===== src/anp_consts.svh =====
// Purpose: Offsets, field positions, reset values for the next-page register bank
// Assumes: 16-bit management registers, 5-bit register address
// Notes:   Definitions only
`ifndef ANP_CONSTS_SVH
`define ANP_CONSTS_SVH

// Register addresses
`define ANP_ADDR_W          5
`define ANP_EXP_ADDR        5'h06
`define ANP_NPTX_ADDR       5'h07
`define ANP_NPRX_ADDR       5'h08

// Expansion status field positions
`define ANP_EXP_PDF_BIT     4
`define ANP_EXP_LPNP_BIT    3
`define ANP_EXP_NPABLE_BIT  2
`define ANP_EXP_PAGE_BIT    1
`define ANP_EXP_LPAN_BIT    0

// Next-page word field positions
`define ANP_NP_BIT          15
`define ANP_RSV_BIT         14
`define ANP_MSG_BIT         13
`define ANP_ACK2_BIT        12
`define ANP_TOG_BIT         11
`define ANP_CODE_HI         10
`define ANP_CODE_LO         0

// Reset values
`define ANP_NP_RST          1'h0
`define ANP_RSV_RST         1'h0
`define ANP_MSG_RST         1'h1
`define ANP_ACK2_RST        1'h0
`define ANP_TOG_RST         1'h0
`define ANP_CODE_RST        11'h001
`define ANP_NPRX_RST        16'h0000
`define ANP_RD_RST          16'h0000

// Flag indices in the latched flag array
`define ANP_FLAG_N          3
`define ANP_FLAG_PDF        0
`define ANP_FLAG_PAGE       1
`define ANP_FLAG_LPAN       2

`endif


===== src/anp_pkg.sv =====
// Purpose: Types shared by the next-page register bank
// Assumes: Constants live in anp_consts.svh
// Notes:   Types only
package anp_pkg;
   typedef logic [4:0]  anp_addr_t;
   typedef logic [15:0] anp_word_t;
   typedef logic [10:0] anp_code_t;
endpackage : anp_pkg


===== src/anp_lh_flag.sv =====
// Purpose: One latched-high flag cleared by a register read
// Assumes: Synchronous active-low reset
// Notes:   A set in the clearing cycle wins
`timescale 1ns/100ps
`default_nettype none
module anp_lh_flag
(
   input  wire logic clk,
   input  wire logic reset_n,
   input  wire logic set_in,
   input  wire logic clear_in,
   output var  logic flag_out
);
   logic flag_reg;

   always_ff @(posedge clk)
   begin
      if (!reset_n)
      begin
         flag_reg <= 1'h0;
      end
      else if (set_in)
      begin
         flag_reg <= 1'h1;
      end
      else if (clear_in)
      begin
         flag_reg <= 1'h0;
      end
   end

   assign flag_out = flag_reg;
endmodule : anp_lh_flag
`default_nettype wire


===== src/anp_regs.sv =====
// Purpose: Expansion status and next-page exchange registers of one port
// Assumes: Management port and arbitration inputs synchronous to clk (40 MHz)
// Notes:   Read data is registered one cycle after rd_en
`timescale 1ns/100ps
`include "anp_consts.svh"
`default_nettype none
module anp_regs
(
   input  wire logic              clk,
   input  wire logic              reset_n,
   // Management register port
   input  wire anp_pkg::anp_addr_t reg_addr,
   input  wire logic              rd_en,
   input  wire logic              wr_en,
   input  wire anp_pkg::anp_word_t wr_data,
   output var  anp_pkg::anp_word_t rd_data,
   // Arbitration side
   input  wire logic              pd_fault,
   input  wire logic              page_rx_ack,
   input  wire anp_pkg::anp_word_t rx_page,
   input  wire logic              lp_np_able,
   input  wire logic              lp_an_able,
   input  wire logic              local_np_able,
   input  wire logic              tx_page_sent,
   input  wire logic              an_restart,
   output var  anp_pkg::anp_word_t np_tx_word,
   output var  logic              np_tx_loaded,
   output var  logic              rx_toggle_err
);
   import anp_pkg::*;

   ////////////////////////////////////////////////////////////////////////////
   // Decode
   logic rd_exp;
   logic wr_nptx;
   logic [`ANP_FLAG_N-1:0] flag_set;
   logic [`ANP_FLAG_N-1:0] flag_q;

   assign rd_exp  = rd_en && (reg_addr == `ANP_EXP_ADDR);
   assign wr_nptx = wr_en && (reg_addr == `ANP_NPTX_ADDR);

   ////////////////////////////////////////////////////////////////////////////
   // Latched-high status flags, cleared by reading the expansion register
   assign flag_set[`ANP_FLAG_PDF]  = pd_fault;
   assign flag_set[`ANP_FLAG_PAGE] = page_rx_ack;
   assign flag_set[`ANP_FLAG_LPAN] = lp_an_able;

   genvar gi;
   generate
      for (gi = 0; gi < `ANP_FLAG_N; gi = gi + 1)
      begin : g_flag
         anp_lh_flag u_flag
         (
            .clk      (clk),
            .reset_n  (reset_n),
            .set_in   (flag_set[gi]),
            .clear_in (rd_exp),
            .flag_out (flag_q[gi])
         );
      end
   endgenerate

   ////////////////////////////////////////////////////////////////////////////
   // Local next page to transmit
   logic      np_reg;
   logic      rsv_reg;
   logic      msg_reg;
   logic      ack2_reg;
   logic      tog_reg;
   anp_code_t code_reg;

   always_ff @(posedge clk)
   begin
      if (!reset_n)
      begin
         np_reg   <= `ANP_NP_RST;
         rsv_reg  <= `ANP_RSV_RST;
         msg_reg  <= `ANP_MSG_RST;
         ack2_reg <= `ANP_ACK2_RST;
         code_reg <= `ANP_CODE_RST;
      end
      else if (wr_nptx)
      begin
         np_reg   <= wr_data[`ANP_NP_BIT];
         rsv_reg  <= wr_data[`ANP_RSV_BIT];
         msg_reg  <= wr_data[`ANP_MSG_BIT];
         ack2_reg <= wr_data[`ANP_ACK2_BIT];
         code_reg <= wr_data[`ANP_CODE_HI:`ANP_CODE_LO];
      end
   end

   // Toggle flips every transmitted word so the partner sees alternation
   always_ff @(posedge clk)
   begin
      if (!reset_n || an_restart)
      begin
         tog_reg <= `ANP_TOG_RST;
      end
      else if (tx_page_sent)
      begin
         tog_reg <= ~tog_reg;
      end
   end

   // Loaded marker: set by a write, dropped when the page goes out
   always_ff @(posedge clk)
   begin
      if (!reset_n || an_restart)
      begin
         np_tx_loaded <= 1'h0;
      end
      else if (wr_nptx)
      begin
         np_tx_loaded <= 1'h1;
      end
      else if (tx_page_sent)
      begin
         np_tx_loaded <= 1'h0;
      end
   end

   always_comb
   begin
      np_tx_word = {np_reg, rsv_reg, msg_reg, ack2_reg, tog_reg, code_reg};
   end

   ////////////////////////////////////////////////////////////////////////////
   // Partner next page, loaded with the page-received flag
   anp_word_t nprx_reg;
   logic      rx_tog_reg;
   logic      rx_seen_reg;

   always_ff @(posedge clk)
   begin
      if (!reset_n || an_restart)
      begin
         nprx_reg <= `ANP_NPRX_RST;
      end
      else if (page_rx_ack)
      begin
         nprx_reg <= rx_page;
      end
   end

   // Partner toggle must alternate between successive pages
   always_ff @(posedge clk)
   begin
      if (!reset_n || an_restart)
      begin
         rx_tog_reg    <= 1'h0;
         rx_seen_reg   <= 1'h0;
         rx_toggle_err <= 1'h0;
      end
      else
      begin
         rx_toggle_err <= 1'h0;
         if (page_rx_ack)
         begin
            rx_tog_reg    <= rx_page[`ANP_TOG_BIT];
            rx_seen_reg   <= 1'h1;
            rx_toggle_err <= rx_seen_reg && (rx_page[`ANP_TOG_BIT] == rx_tog_reg);
         end
      end
   end

   ////////////////////////////////////////////////////////////////////////////
   // Read mux
   anp_word_t rd_next;

   always_comb
   begin
      rd_next = `ANP_RD_RST;
      if (rd_en)
      begin
         case (reg_addr)
            `ANP_EXP_ADDR:
            begin
               rd_next[`ANP_EXP_PDF_BIT]    = flag_q[`ANP_FLAG_PDF];
               rd_next[`ANP_EXP_LPNP_BIT]   = lp_np_able;
               rd_next[`ANP_EXP_NPABLE_BIT] = local_np_able;
               rd_next[`ANP_EXP_PAGE_BIT]   = flag_q[`ANP_FLAG_PAGE];
               rd_next[`ANP_EXP_LPAN_BIT]   = flag_q[`ANP_FLAG_LPAN];
            end
            `ANP_NPTX_ADDR:
            begin
               rd_next = np_tx_word;
            end
            `ANP_NPRX_ADDR:
            begin
               rd_next = nprx_reg;
            end
            default:
            begin
               rd_next = `ANP_RD_RST;
            end
         endcase
      end
   end

   always_ff @(posedge clk)
   begin
      if (!reset_n)
      begin
         rd_data <= `ANP_RD_RST;
      end
      else
      begin
         rd_data <= rd_next;
      end
   end

   ////////////////////////////////////////////////////////////////////////////
   // Assertions
   pdf_set_a: assert property (@(posedge clk) disable iff (!reset_n)
      pd_fault |=> flag_q[`ANP_FLAG_PDF])
      else $error("fault flag not latched");

   pdf_clear_a: assert property (@(posedge clk) disable iff (!reset_n)
      (rd_exp && !pd_fault) |=> !flag_q[`ANP_FLAG_PDF])
      else $error("fault flag not cleared by read");

   lpnp_mirror_a: assert property (@(posedge clk) disable iff (!reset_n)
      rd_exp |=> (rd_data[`ANP_EXP_LPNP_BIT] == $past(lp_np_able)))
      else $error("partner next-page bit mismatch");

   page_set_a: assert property (@(posedge clk) disable iff (!reset_n)
      page_rx_ack |=> flag_q[`ANP_FLAG_PAGE] ##1 (flag_q[`ANP_FLAG_PAGE] || $past(rd_exp)))
      else $error("page flag not latched");

   page_hold_a: assert property (@(posedge clk) disable iff (!reset_n)
      (flag_q[`ANP_FLAG_PAGE] && !rd_exp) |=> flag_q[`ANP_FLAG_PAGE])
      else $error("page flag dropped without read");

   lpan_set_a: assert property (@(posedge clk) disable iff (!reset_n)
      lp_an_able |=> flag_q[`ANP_FLAG_LPAN])
      else $error("autoneg able not reported");

   lpan_zero_a: assert property (@(posedge clk) disable iff (!reset_n)
      (rd_exp && !lp_an_able) |=> !flag_q[`ANP_FLAG_LPAN])
      else $error("autoneg able set without partner");

   np_write_a: assert property (@(posedge clk) disable iff (!reset_n)
      (wr_nptx && !an_restart) |=> (np_tx_word[`ANP_NP_BIT] == $past(wr_data[`ANP_NP_BIT])) && np_tx_loaded)
      else $error("next page bit not written");

   msg_ack2_a: assert property (@(posedge clk) disable iff (!reset_n)
      wr_nptx |=> np_tx_word[`ANP_MSG_BIT:`ANP_ACK2_BIT] == $past(wr_data[`ANP_MSG_BIT:`ANP_ACK2_BIT]))
      else $error("message or ack2 bit not written");

   toggle_flip_a: assert property (@(posedge clk) disable iff (!reset_n)
      (tx_page_sent && !an_restart) |=> (np_tx_word[`ANP_TOG_BIT] != $past(np_tx_word[`ANP_TOG_BIT])))
      else $error("toggle did not invert");

   toggle_ro_a: assert property (@(posedge clk) disable iff (!reset_n)
      (wr_nptx && !tx_page_sent && !an_restart) |=> $stable(np_tx_word[`ANP_TOG_BIT]))
      else $error("toggle changed by write");

   code_write_a: assert property (@(posedge clk) disable iff (!reset_n)
      wr_nptx |=> np_tx_word[`ANP_CODE_HI:`ANP_CODE_LO] == $past(wr_data[`ANP_CODE_HI:`ANP_CODE_LO]))
      else $error("code field not carried");

   rx_load_a: assert property (@(posedge clk) disable iff (!reset_n)
      (page_rx_ack && !an_restart) |=> (nprx_reg == $past(rx_page)) && flag_q[`ANP_FLAG_PAGE])
      else $error("partner page not loaded with flag");

   rx_read_a: assert property (@(posedge clk) disable iff (!reset_n)
      (rd_en && reg_addr == `ANP_NPRX_ADDR) |=> rd_data == $past(nprx_reg))
      else $error("partner page read mismatch");

   read_prio_c:  cover property (@(posedge clk) disable iff (!reset_n) rd_exp && page_rx_ack);
   page_read_c:  cover property (@(posedge clk) disable iff (!reset_n) page_rx_ack ##[1:20] rd_exp);
   tx_cycle_c:   cover property (@(posedge clk) disable iff (!reset_n) wr_nptx ##[1:20] tx_page_sent);
   tog_err_c:    cover property (@(posedge clk) disable iff (!reset_n) rx_toggle_err);
endmodule : anp_regs
`default_nettype wire


===== config.mk =====
export PLATFORM = sky130hd
export DESIGN_NAME = anp_regs
export DESIGN_NICKNAME = d
export VERILOG_FILES = /design/src/anp_pkg.sv /design/src/anp_lh_flag.sv /design/src/anp_regs.sv
export VERILOG_INCLUDE_DIRS = /design/src
export SDC_FILE = /design/constraint.sdc
export NUM_CORES = 1
export LEC_CHECK = 0
export ABC_AREA = 1
export BUFFER_PORTS_ARGS = -buffer_cell sky130_fd_sc_hd__buf_2
export CAP_MARGIN = 20
export CORE_MARGIN = 4
export CORE_UTILIZATION = 35
export DETAILED_ROUTE_END_ITERATION = 10
export HOLD_SLACK_MARGIN = 0.03
export MAX_ROUTING_LAYER = met4
export PLACE_DENSITY = 0.68
export RECOVER_POWER = 25
export SLEW_MARGIN = 20
export SYNTH_ARGS = -nofsm -noshare
export SYNTH_HDL_FRONTEND = slang
export SYNTH_SLANG_ARGS = --single-unit

===== constraint.sdc =====
create_clock -name clk -period 0.9 [get_ports clk]
set_input_delay 0.045 -clock clk [delete_from_list [all_inputs] [get_ports clk]]
set_output_delay 0.045 -clock clk [all_outputs]
set_load 0.005 [all_outputs]

# After elaboration in Yosys (flattened, before gate mapping)
# Index checks and enable logic that the tools add are counted.
[classes]
n_eq_ne = 4
mux = 8
n_bitwise = 2
n_reduce_logical = 11
[ops]
columns = ["cell", "count"]
rows = [
  ["case mux 11 bit (2 select lines)", 1],
  ["case mux 5 bit (3 select lines)", 1],
  ["equality test 5 x 3 -> 1 bit, second input constant", 2],
  ["nonzero test 2 bit", 4],
  ["two-way mux 1 bit", 6],
  ["equality test 5 x 4 -> 1 bit, second input constant", 1],
  ["logical AND 1 bit", 3],
  ["NOT 1 bit", 2],
  ["AND reduction 2 bit", 1],
  ["OR reduction 2 bit", 1],
  ["equality test 1 bit", 1],
  ["zero test 1 bit", 1],
  ["logical OR 1 bit", 1],
]
[totals]
ff_bits = 55
inputBits = 48

# Depth between registers and ports, before layout
# Gate-level depths: netlist of the first run.
[logic_depth]
ltp_word = 4
ltp_mapped = 8
ltp_nobuf = 7

# Cells and area by module
# A second synthesis of the first run with hierarchy kept.
[unflattened]
hier_cells = 276
hier_area_um2 = 2222.1
[by_module_without_submodules]
columns = ["mod", "instances", "cells_each", "area_each_um2", "seq_area_each_um2"]
rows = [
  ["anp_regs", 1, 258, 2090.8, 1021.0],
  ["anp_lh_flag", 3, 6, 43.8, 20.0],
]

# Worst setup path after synthesis of the first run
# Ideal clock, no wire load.
[synth_timing]
path_type = "input to register"
from = "in reg_addr[3]"
to = "reg rd_data[10]"
t_arrival_ns = 0.774
path_slack_ns = 0.060
path_stages = 7
path_buffers = 2
path_cell_list = "inv_1 nand3_1 nor2_4 buf_6 buf_6 nand2_2 a21oi_2"
[synth_via]
elab_chain_len = 2
elab_cells_between_ends = 3
classes_between = "eq/ne: 2; mux: 1"
[synth_lines]
columns = ["item", "line", "source"]
rows = [
  ["start, declared", "anp_regs.sv:12", "input wire anp_pkg::anp_addr_t reg_addr,"],
  ["equality test 5 x 4 -> 1 bit / equality test 5 x 3 -> 1 bit (equally long branches)", "anp_regs.sv:175", "case (reg_addr)"],
  ["case mux 11 bit (2 select lines) (*)", "anp_regs.sv:175", ""],
  ["end signal, assigned", "anp_regs.sv:204", "rd_data <= `ANP_RD_RST;"],
  ["end signal, assigned", "anp_regs.sv:208", "rd_data <= rd_next;"],
  ["end, declared", "anp_regs.sv:16", "output var anp_pkg::anp_word_t rd_data,"],
]
# Mark *: on every way between the ends. The rest lies on a longest branch, timed or not.
# A chain may end at the register's enable or synchronous reset.

# Worst setup path in the final report of the first run
[layout_timing]
from = "reg msg_reg"
to = "out np_tx_word[13]"
[layout_lines]
columns = ["item", "line", "source"]
rows = [
  ["start, declared", "anp_regs.sv:67", "logic msg_reg;"],
  ["start signal, assigned", "anp_regs.sv:78", "msg_reg <= `ANP_MSG_RST;"],
  ["start signal, assigned", "anp_regs.sv:86", "msg_reg <= wr_data[`ANP_MSG_BIT];"],
  ["end, declared", "anp_regs.sv:26", "output var anp_pkg::anp_word_t np_tx_word,"],
]
# No word-level cell between the ends.

==> metrics.yaml, run 1 <==
cts_root_buf: "clkbuf_8"
final_common_cell: "buf_2"
drt-initial-drc-count: 100
nets: 436
vdd_drop_max_uv: 725
crit_type: "register to output pin"
via_count: 2105
place_congestion: 0.892
p_int_w: 0.00332
yosys_warnings: 0
clockBufferDepth: 2
slowest_stage: "dfxtp_1"
start_kind: "register"
drtPass1Iterations: 4
total_leakage_power_nw: 1.43
combPwrFrac_pct: 11.5
fill_cells: 636
min_period_ns: 0.866
hp-class: "primary input to register"
crit_family: "flip-flops"
arrival_ns: 0.82
ys_seq_area_share_pct: 48.6
cp_data_required_time_ns: 0.85
sw_frac_of_total_pct: 23.7
seqPwrFrac_pct: 56.7
die_w_microns: 87.7
min_from: "wr_data[8]"
drc: 0
grt.total_usage_pct: 15.8
cts_tree: "yes"
wl_per_cell_microns: 12.3
antenna_found_initial: 0
cp_max_fo: 3
cts_sinks: 54
dieArea_sq_mm: 0.00770
synth-seq-cells: 54
die_h_microns: 87.7
multiInputGateArea_sq_um: 945
grt_max_degree: 25
drive_above_1_share_pct: 36.0
grt_pass1_wl_microns: 9290
clock_skew_ns: 0.00529
path_clk_slew_ns: 0.09
num_rows: 28
layout_common_cells: "buf_2 (79), nand2_1 (66), dfxtp_1 (46)"
finalHoldViolCount: 0
synthesis.area_sq_mm: 0.00222
path_cells: "buf_2"
period_share_pct: 96.2
power_w: 0.00435
max_cap_viol_count: 0
postCtsSetupRepairBufs: 0
via_per_inst: 4.54
ios: 82
insertion_delay_ns: 0.30
cts_buffers: 5
slew_violations: 0
synth_area_per_cell_sq_um: 7.95
r2r_start: "nprx_reg[11]$_SDFFE_PP0P_"
fmax_mhz: 1150
mappedNetlistNets: 328
port_buffers: 80
final_core_util_pct: 51.1
coreArea_sq_mm: 0.00606
status: "finished, final reports clean"
synthesis.instances: 280
startpoint: "msg_reg$_SDFFE_PN1P_"
postRouteAntennaNets: 0
dpl.hpwl_microns: 4500
slowest_delay_ns: 0.38
ys_types: 23
slew_headroom_pct: 77.7
drt_wl_total_microns: 5690
diodes: 0
power.density_mw_per_mm2: 1410
critPathBufInv: 1
worst_pin_slew_ns: 0.335
overflow: 0
rsz0062_at_grt: "no"
synthToLayoutAreaGrowth_pct: 39.1
endpoint_kind: "output pin"
switchingPower_w: 0.00103
ff_latch_area_sq_mm: 0.00109
holdWs_ns: 0.0447
cts.htree.levels: 2
setup_viol: 0
clkPwrFrac_pct: 31.8
start_util_pct: 36.7
grt_pass1_vias: 2076
## layer usage
| metal | track usage (%) | share of wire, % |
|---|---|---|
| met1 | 19.0 | 44 |
| met2 | 26.4 | 48 |
| met3 | 4.23 | 7.0 |
| met4 | 3.35 | 0.63 |
| met5 | - | 0 |
## worst paths after layout
check / endpoint / slack, ns / cells after the start
min reg2reg: rx_toggle_err$_SDFF_PP0_ / 0.46 / 2
min: code_reg[8]$_SDFFE_PN0P_ / 0.04 / 4
max reg2reg: rx_toggle_err$_SDFF_PP0_ / 0.16 / 2
max: np_tx_word[13] / 0.03 / 1
## cells in the mapped netlist (all sizes together)
cell,instances,area [sq um]
buf,18,123
inv,15,56.3
nand3b,13,97.6
a21oi,32,198
clkinv,2,8.75
nor2,32,133
nand4,16,100
nand2,78,323
dfxtp,54,1080
nand3,14,70.1
clkbuf,3,11.3
xnor2,1,8.76
nor4,1,6.26
xor2,1,8.76
## cell type report
cell class / instances / area share, %
Sequential cell: 54 / 35.2
Multi-Input combinational cell: 188 / 30.5
Timing Repair Buffer: 122 / 26.0
Tap cell: 75 / 3.03
Clock buffer: 6 / 2.67
Inverter: 17 / 2.10
Clock inverter: 2 / 0.404
## per-stage QoR
| step | worst slack (ns) | cells | cell area [sq um] | TNS [ns] |
|---|---|---|---|---|
| final | 0.0338 | 464 | 3100 | 0 |
| after detailed placement | -0.0887 | 435 | 2790 | -1.51 |
| after global placement | -0.0611 | 435 | 2790 | -0.848 |
| after CTS | 0.000475 | 464 | 3100 | 0 |
| after floorplan | 0.0595 | 280 | 2220 | 0 |
| after global routing | 0.000257 | 464 | 3100 | 0 |
## cell families (layout without fill, tap and decap cells)
logic type             Yosys count  after routing  synth area share, %
AO/OA/AOI/OAI                   32             32                 8.89
XOR/XNOR                         2              2                0.788
buffers and inverters           38            147                 8.94
flip-flops                      54             54                 48.6
AND/OR/NAND/NOR                154            154                 32.8
## what timing repair did
action | 4_1_cts | 5_1_grt
hold endpoints to repair | 22 | 0
hold buffers | 21 | 0
setup endpoints to repair | 0 | 8
resized for setup | 0 | 8
## power groups by stage
stage	logic (W)	clock network [W]	registers, W
2_1_floorplan	0.000220	0	0.00251
3_3_place_gp	0.000436	0	0.00252
3_5_place_dp	0.000442	0	0.00252
4_1_cts	0.000514	0.00142	0.00247
5_1_grt	0.000565	0.00150	0.00247
6_report	0.000503	0.00138	0.00247
Note: power is estimated with default switching activity, not from simulation.
==> run 2: changes to the inputs <==
==> constraint.sdc (replaced) <==
create_clock -name clk -period 0.9 [get_ports clk]
set_input_delay 0.18 -clock clk [delete_from_list [all_inputs] [get_ports clk]]
set_output_delay 0.18 -clock clk [all_outputs]
set_load 0.005 [all_outputs]
==> run 2 against run 1 <==
The run now ends with negative setup slack left. Clock power grew 14%. Critical endpoint is now np_tx_word[2]. Non-clock buffer count is 8 lower. Largest power group unchanged. Largest cell class unchanged. Sequential share of layout area grew 0.14 points.
==> metrics.yaml, run 2 (same netlist as run 1, synthesis figures left out) <==
status: "finished, violations left"
failed_checks: "negative setup slack"
clkPwrFrac_pct: 34.9
fill_cells: 592
setup_viol: 26
p_int_w: 0.00349
total_leakage_power_nw: 1.46
endpoint_kind: "output pin"
dieArea_sq_mm: 0.00770
grt.total_usage_pct: 15.6
start_util_pct: 36.7
seqPwrFrac_pct: 54.5
layout_common_cells: "buf_2 (69), nand2_1 (66), nor2_1 (29), dfxtp_1 (29), buf_4 (28)"
synthToLayoutAreaGrowth_pct: 41.3
drt_wl_total_microns: 5850
via_per_inst: 4.66
r2r_cells: 4
coreArea_sq_mm: 0.00606
cts.htree.levels: 2
worst_pin_slew_ns: 0.401
power.density_mw_per_mm2: 1440
cts_tree: "yes"
rsz0062_at_grt: "yes"
dpl.hpwl_microns: 4460
crit_family: "flip-flops"
dp_slack_ns: -0.284
hold_buffers: 0
cts_root_buf: "clkbuf_8"
min_period_ns: 0.944
die_h_microns: 87.7
clockBufferDepth: 2
final_core_util_pct: 51.9
num_rows: 28
drc: 0
grt_pass1_vias: 2062
grt_max_degree: 20
slew_headroom_pct: 73.2
sw_frac_of_total_pct: 22.9
drive_above_1_share_pct: 46.2
switchingPower_w: 0.00103
nets: 428
postRouteAntennaNets: 0
cp_max_fo: 3
overflow: 0
slew_violations: 0
timing.rr.end: "msg_reg$_SDFFE_PN1P_"
cp_data_required_time_ns: 0.72
slowest_delay_ns: 0.36
antenna_found_initial: 0
crit_type: "register to output pin"
clock_skew_ns: 0.00410
critPathBufInv: 1
r2r_slack_ns: 0.05
max_cap_viol_count: 0
wl_per_cell_microns: 12.8
hold_path_end: "code_reg[0]$_SDFFE_PN1P_"
slowest_stage: "dfxtp_2"
via_count: 2125
drt-initial-drc-count: 82
fmax_mhz: 1060
die_w_microns: 87.7
grt_pass1_wl_microns: 9220
ios: 82
period_share_pct: 105
path_cells: "buf_2"
finalHoldViolCount: 0
cts_buffers: 5
diodes: 0
min_from: "wr_data[0]"
setup_ws_ns: -0.0436
r2r_start: "msg_reg$_SDFFE_PN1P_"
insertion_delay_ns: 0.30
drtPass1Iterations: 4
layoutNonFillerInstCount: 456
port_buffers: 80
path_clk_slew_ns: 0.09
holdWs_ns: 0.0896
start_kind: "register"
arrival_ns: 0.76
place_congestion: 0.807
dp.cells: 431
hold_depth: 3
combPwrFrac_pct: 10.6
vdd_drop_max_uv: 680
final_common_cell: "buf_2"
cts_sinks: 54
hp-class: "primary input to register"
run 2: changes by cell type in the layout (fill, tap and decap cells not counted), moves of 3 or more:
cell,previous run,this run
dlygate4sd3_1,21,0
dfxtp_1,46,29
buf_6,0,10
buf_4,14,28
clkbuf_1,4,1
dfxtp_2,8,25
buf_2,79,69
run 2: worst reg2reg max path, cell delays in order, from the launching register on:
cell and delay (ns):
dfxtp_2 0.33, buf_4 0.12, buf_4 0.13, nand2_1 0.07
nand3_1 0.08
run 2: area by class of cell:
class                           instances  area [sq um]  share of cell area (%)
Multi-Input combinational cell        188           962                    30.6
Clock inverter                          3          40.0                    1.27
Tap cell                               75          93.8                    2.99
Sequential cell                        54          1110                    35.4
Clock buffer                            5          68.8                    2.19
Timing Repair Buffer                  114           777                    24.7
Inverter                               17          88.8                    2.83
run 2: layer usage:
layer | GRT usage [%] | part of all wire (%) | wire, microns
met2 | 26.6 | 49 | 2890
met1 | 18.4 | 43 | 2520
met5 | - | 0 | 0
met3 | 4.23 | 7.0 | 409
met4 | 2.79 | 0.48 | 28
run 2: worst max-delay path by stage:
stage / from / endpoint / cells after the start
floorplan: reg_addr[3] / rd_data[11]$_SDFF_PN0_ / 7
global placement: reg_addr[3] / rd_data[0]$_SDFF_PN0_ / 9
detailed placement: reg_addr[3] / code_reg[2]$_SDFFE_PN0P_ / 8
CTS: code_reg[2]$_SDFFE_PN0P_ / np_tx_word[2] / 1
global route: code_reg[2]$_SDFFE_PN0P_ / np_tx_word[2] / 1
finish: code_reg[2]$_SDFFE_PN0P_ / np_tx_word[2] / 1
run 2: stage by stage:
step | setup TNS [ns] | instance area [sq um] | power [W]
after floorplan | -0.00403 | 2270 | 0.00275
after global placement | -6.79 | 2810 | 0.00297
after detailed placement | -7.75 | 2810 | 0.00298
after CTS | -0.776 | 3080 | 0.00456
after global routing | -1.68 | 3140 | 0.00472
final | -0.535 | 3140 | 0.00452
run 2: repair_timing:
item / 4_1_cts / 5_1_grt
endpoints found under the setup margin: 32 / 51
setup buffers: 15 / 2
gates cloned: 0 / 0
pin swaps: 0 / 1
resized for setup: 23 / 15
run 2: power by group through the flow:
stage / clock network, W / registers (W) / logic (W)
6_report: 0.00158 / 0.00246 / 0.000478
2_1_floorplan: 0 / 0.00251 / 0.000235
5_1_grt: 0.00173 / 0.00247 / 0.000528
4_1_cts: 0.00161 / 0.00246 / 0.000478
3_5_place_dp: 0 / 0.00252 / 0.000456
3_3_place_gp: 0 / 0.00252 / 0.000449
==> run 3: changes to the inputs <==
Clock period 0.9 ns to 1.2 ns, I/O delays scaled along.
==> run 3 against run 2 <==
The flow now finishes without violations. Sequential power is 25% lower. Register-to-register slack improved by 0.39 ns. Cell area down 9.3%. Flip-flop and latch count unchanged. Setup slack improved by 0.18 ns. Utilization down 4.8 points. Combinational power shrank 35%. Critical path depth is the same. Clock power decreased by 7%. Clock skew grew 0.0014 ns. Critical endpoint is now np_tx_word[10]. Largest cell class unchanged. Highest routed layer unchanged.
==> metrics.yaml, run 3 (same netlist as run 1, synthesis figures left out) <==
start_util_pct: 36.7
vdd_drop_max_uv: 695
clkPwrFrac_pct: 40.6
drtPass1Iterations: 4
endpoint_kind: "output pin"
grt_max_degree: 19
finalInstanceArea_sq_mm: 0.00285
grt.total_usage_pct: 15.4
grt_pass1_vias: 2041
crit_type: "register to output pin"
drt-initial-drc-count: 77
setup_viol: 0
cts_buffers: 5
fmax_mhz: 936
final_core_util_pct: 47.0
postRouteAntennaNets: 0
p_int_w: 0.00286
drc: 0
drt_wl_total_microns: 5640
start_kind: "register"
port_buffers: 80
final_common_cell: "buf_2"
sw_frac_of_total_pct: 21.2
postCtsSetupRepairBufs: 0
insertion_delay_ns: 0.30
use_met2_pct: 25.1
switchingPower_w: 0.000772
cts_tree: "yes"
cts_sinks: 54
total_leakage_power_nw: 1.33
seqPwrFrac_pct: 50.9
wl_per_cell_microns: 12.9
via_count: 2015
arrival_ns: 0.83
status: "finished, final reports clean"
dpl.hpwl_microns: 4410
die_w_microns: 87.7
period_share_pct: 89.0
crit_family: "flip-flops"
dieArea_sq_mm: 0.00770
cts.htree.levels: 2
hold_buffers: 0
slowest_delay_ns: 0.39
use_met1_pct: 19.7
slew_violations: 0
place_congestion: 0.911
postPlaceCellArea_sq_mm: 0.00274
worst_pin_slew_ns: 0.389
clockBufferDepth: 2
combPwrFrac_pct: 8.5
finalHoldViolCount: 0
via_per_inst: 4.62
diodes: 0
overflow: 0
grtUsageMet3_pct: 3.76
fill_cells: 634
clock_skew_ns: 0.00545
nets: 408
path_cells: "buf_2"
cts_root_buf: "clkbuf_8"
min_period_ns: 1.07
hp-class: "primary input to register"
multiInputGateArea_sq_um: 916
slew_headroom_pct: 74.0
ios: 82
die_h_microns: 87.7
power_w: 0.00363
drive_above_1_share_pct: 33.2
synthToLayoutAreaGrowth_pct: 28.1
power.density_mw_per_mm2: 1270
grt.busiest_layer: "met2"
cp_data_required_time_ns: 0.96
num_rows: 28
antenna_found_initial: 0
max_cap_viol_count: 0
coreArea_sq_mm: 0.00606
cp_max_fo: 3
ff_latch_area_sq_mm: 0.00108
slowest_stage: "dfxtp_1"
postCtsResizedCells: 0
rsz0062_at_grt: "no"
critPathBufInv: 1
layout_common_cells: "buf_2 (79), nand2_1 (70), dfxtp_1 (54)"
path_clk_slew_ns: 0.10
grt_pass1_wl_microns: 9130
## run 3: area by class of cell
cell class	instances	area share [%]
clock inverters	2	2.11
clock buffers	6	2.90
multi-input cells	188	32.1
repair buffers	94	19.4
well taps	75	3.29
inverters	17	2.28
flip-flops and latches	54	37.9
## run 3: routing by layer
layer	part of all wire, %	vias to the layer above
met3	6.0	2
li1	-	1062
met5	0	-
met2	47	61
met1	47	890
met4	0.35	0
## run 3: power by group through the flow
stage               registers [W]  logic [W]  clock network (W)
floorplan                 0.00189   0.000165                  0
global placement          0.00189   0.000312                  0
detailed placement        0.00189   0.000317                  0
CTS                       0.00185   0.000318            0.00151
global route              0.00185   0.000349            0.00157
finish                    0.00185   0.000310            0.00147
## run 3: final timing paths
kind	slack, ns	from	end	depth (start not counted)
worst max register to register	0.44	nprx_reg[11]$_SDFFE_PP0P_	rx_toggle_err$_SDFF_PP0_	2
worst min register to register	0.45	rx_seen_reg$_SDFFE_PP0P_	rx_toggle_err$_SDFF_PP0_	2
worst min-delay path	0.14	wr_data[0]	code_reg[0]$_SDFFE_PN1P_	3
worst max-delay path	0.13	code_reg[10]$_SDFFE_PN0P_	np_tx_word[10]	1
## run 3: through the flow
step	std cells	setup TNS (ns)	hold WS, ns	setup slack [ns]
global placement	428	0	0.440	0.00950
global route	436	0	0.147	0.0419
CTS	436	0	0.137	0.107
finish	436	0	0.139	0.132
detailed placement	428	-0.0562	0.442	-0.0117
floorplan	280	0	0.353	0.165
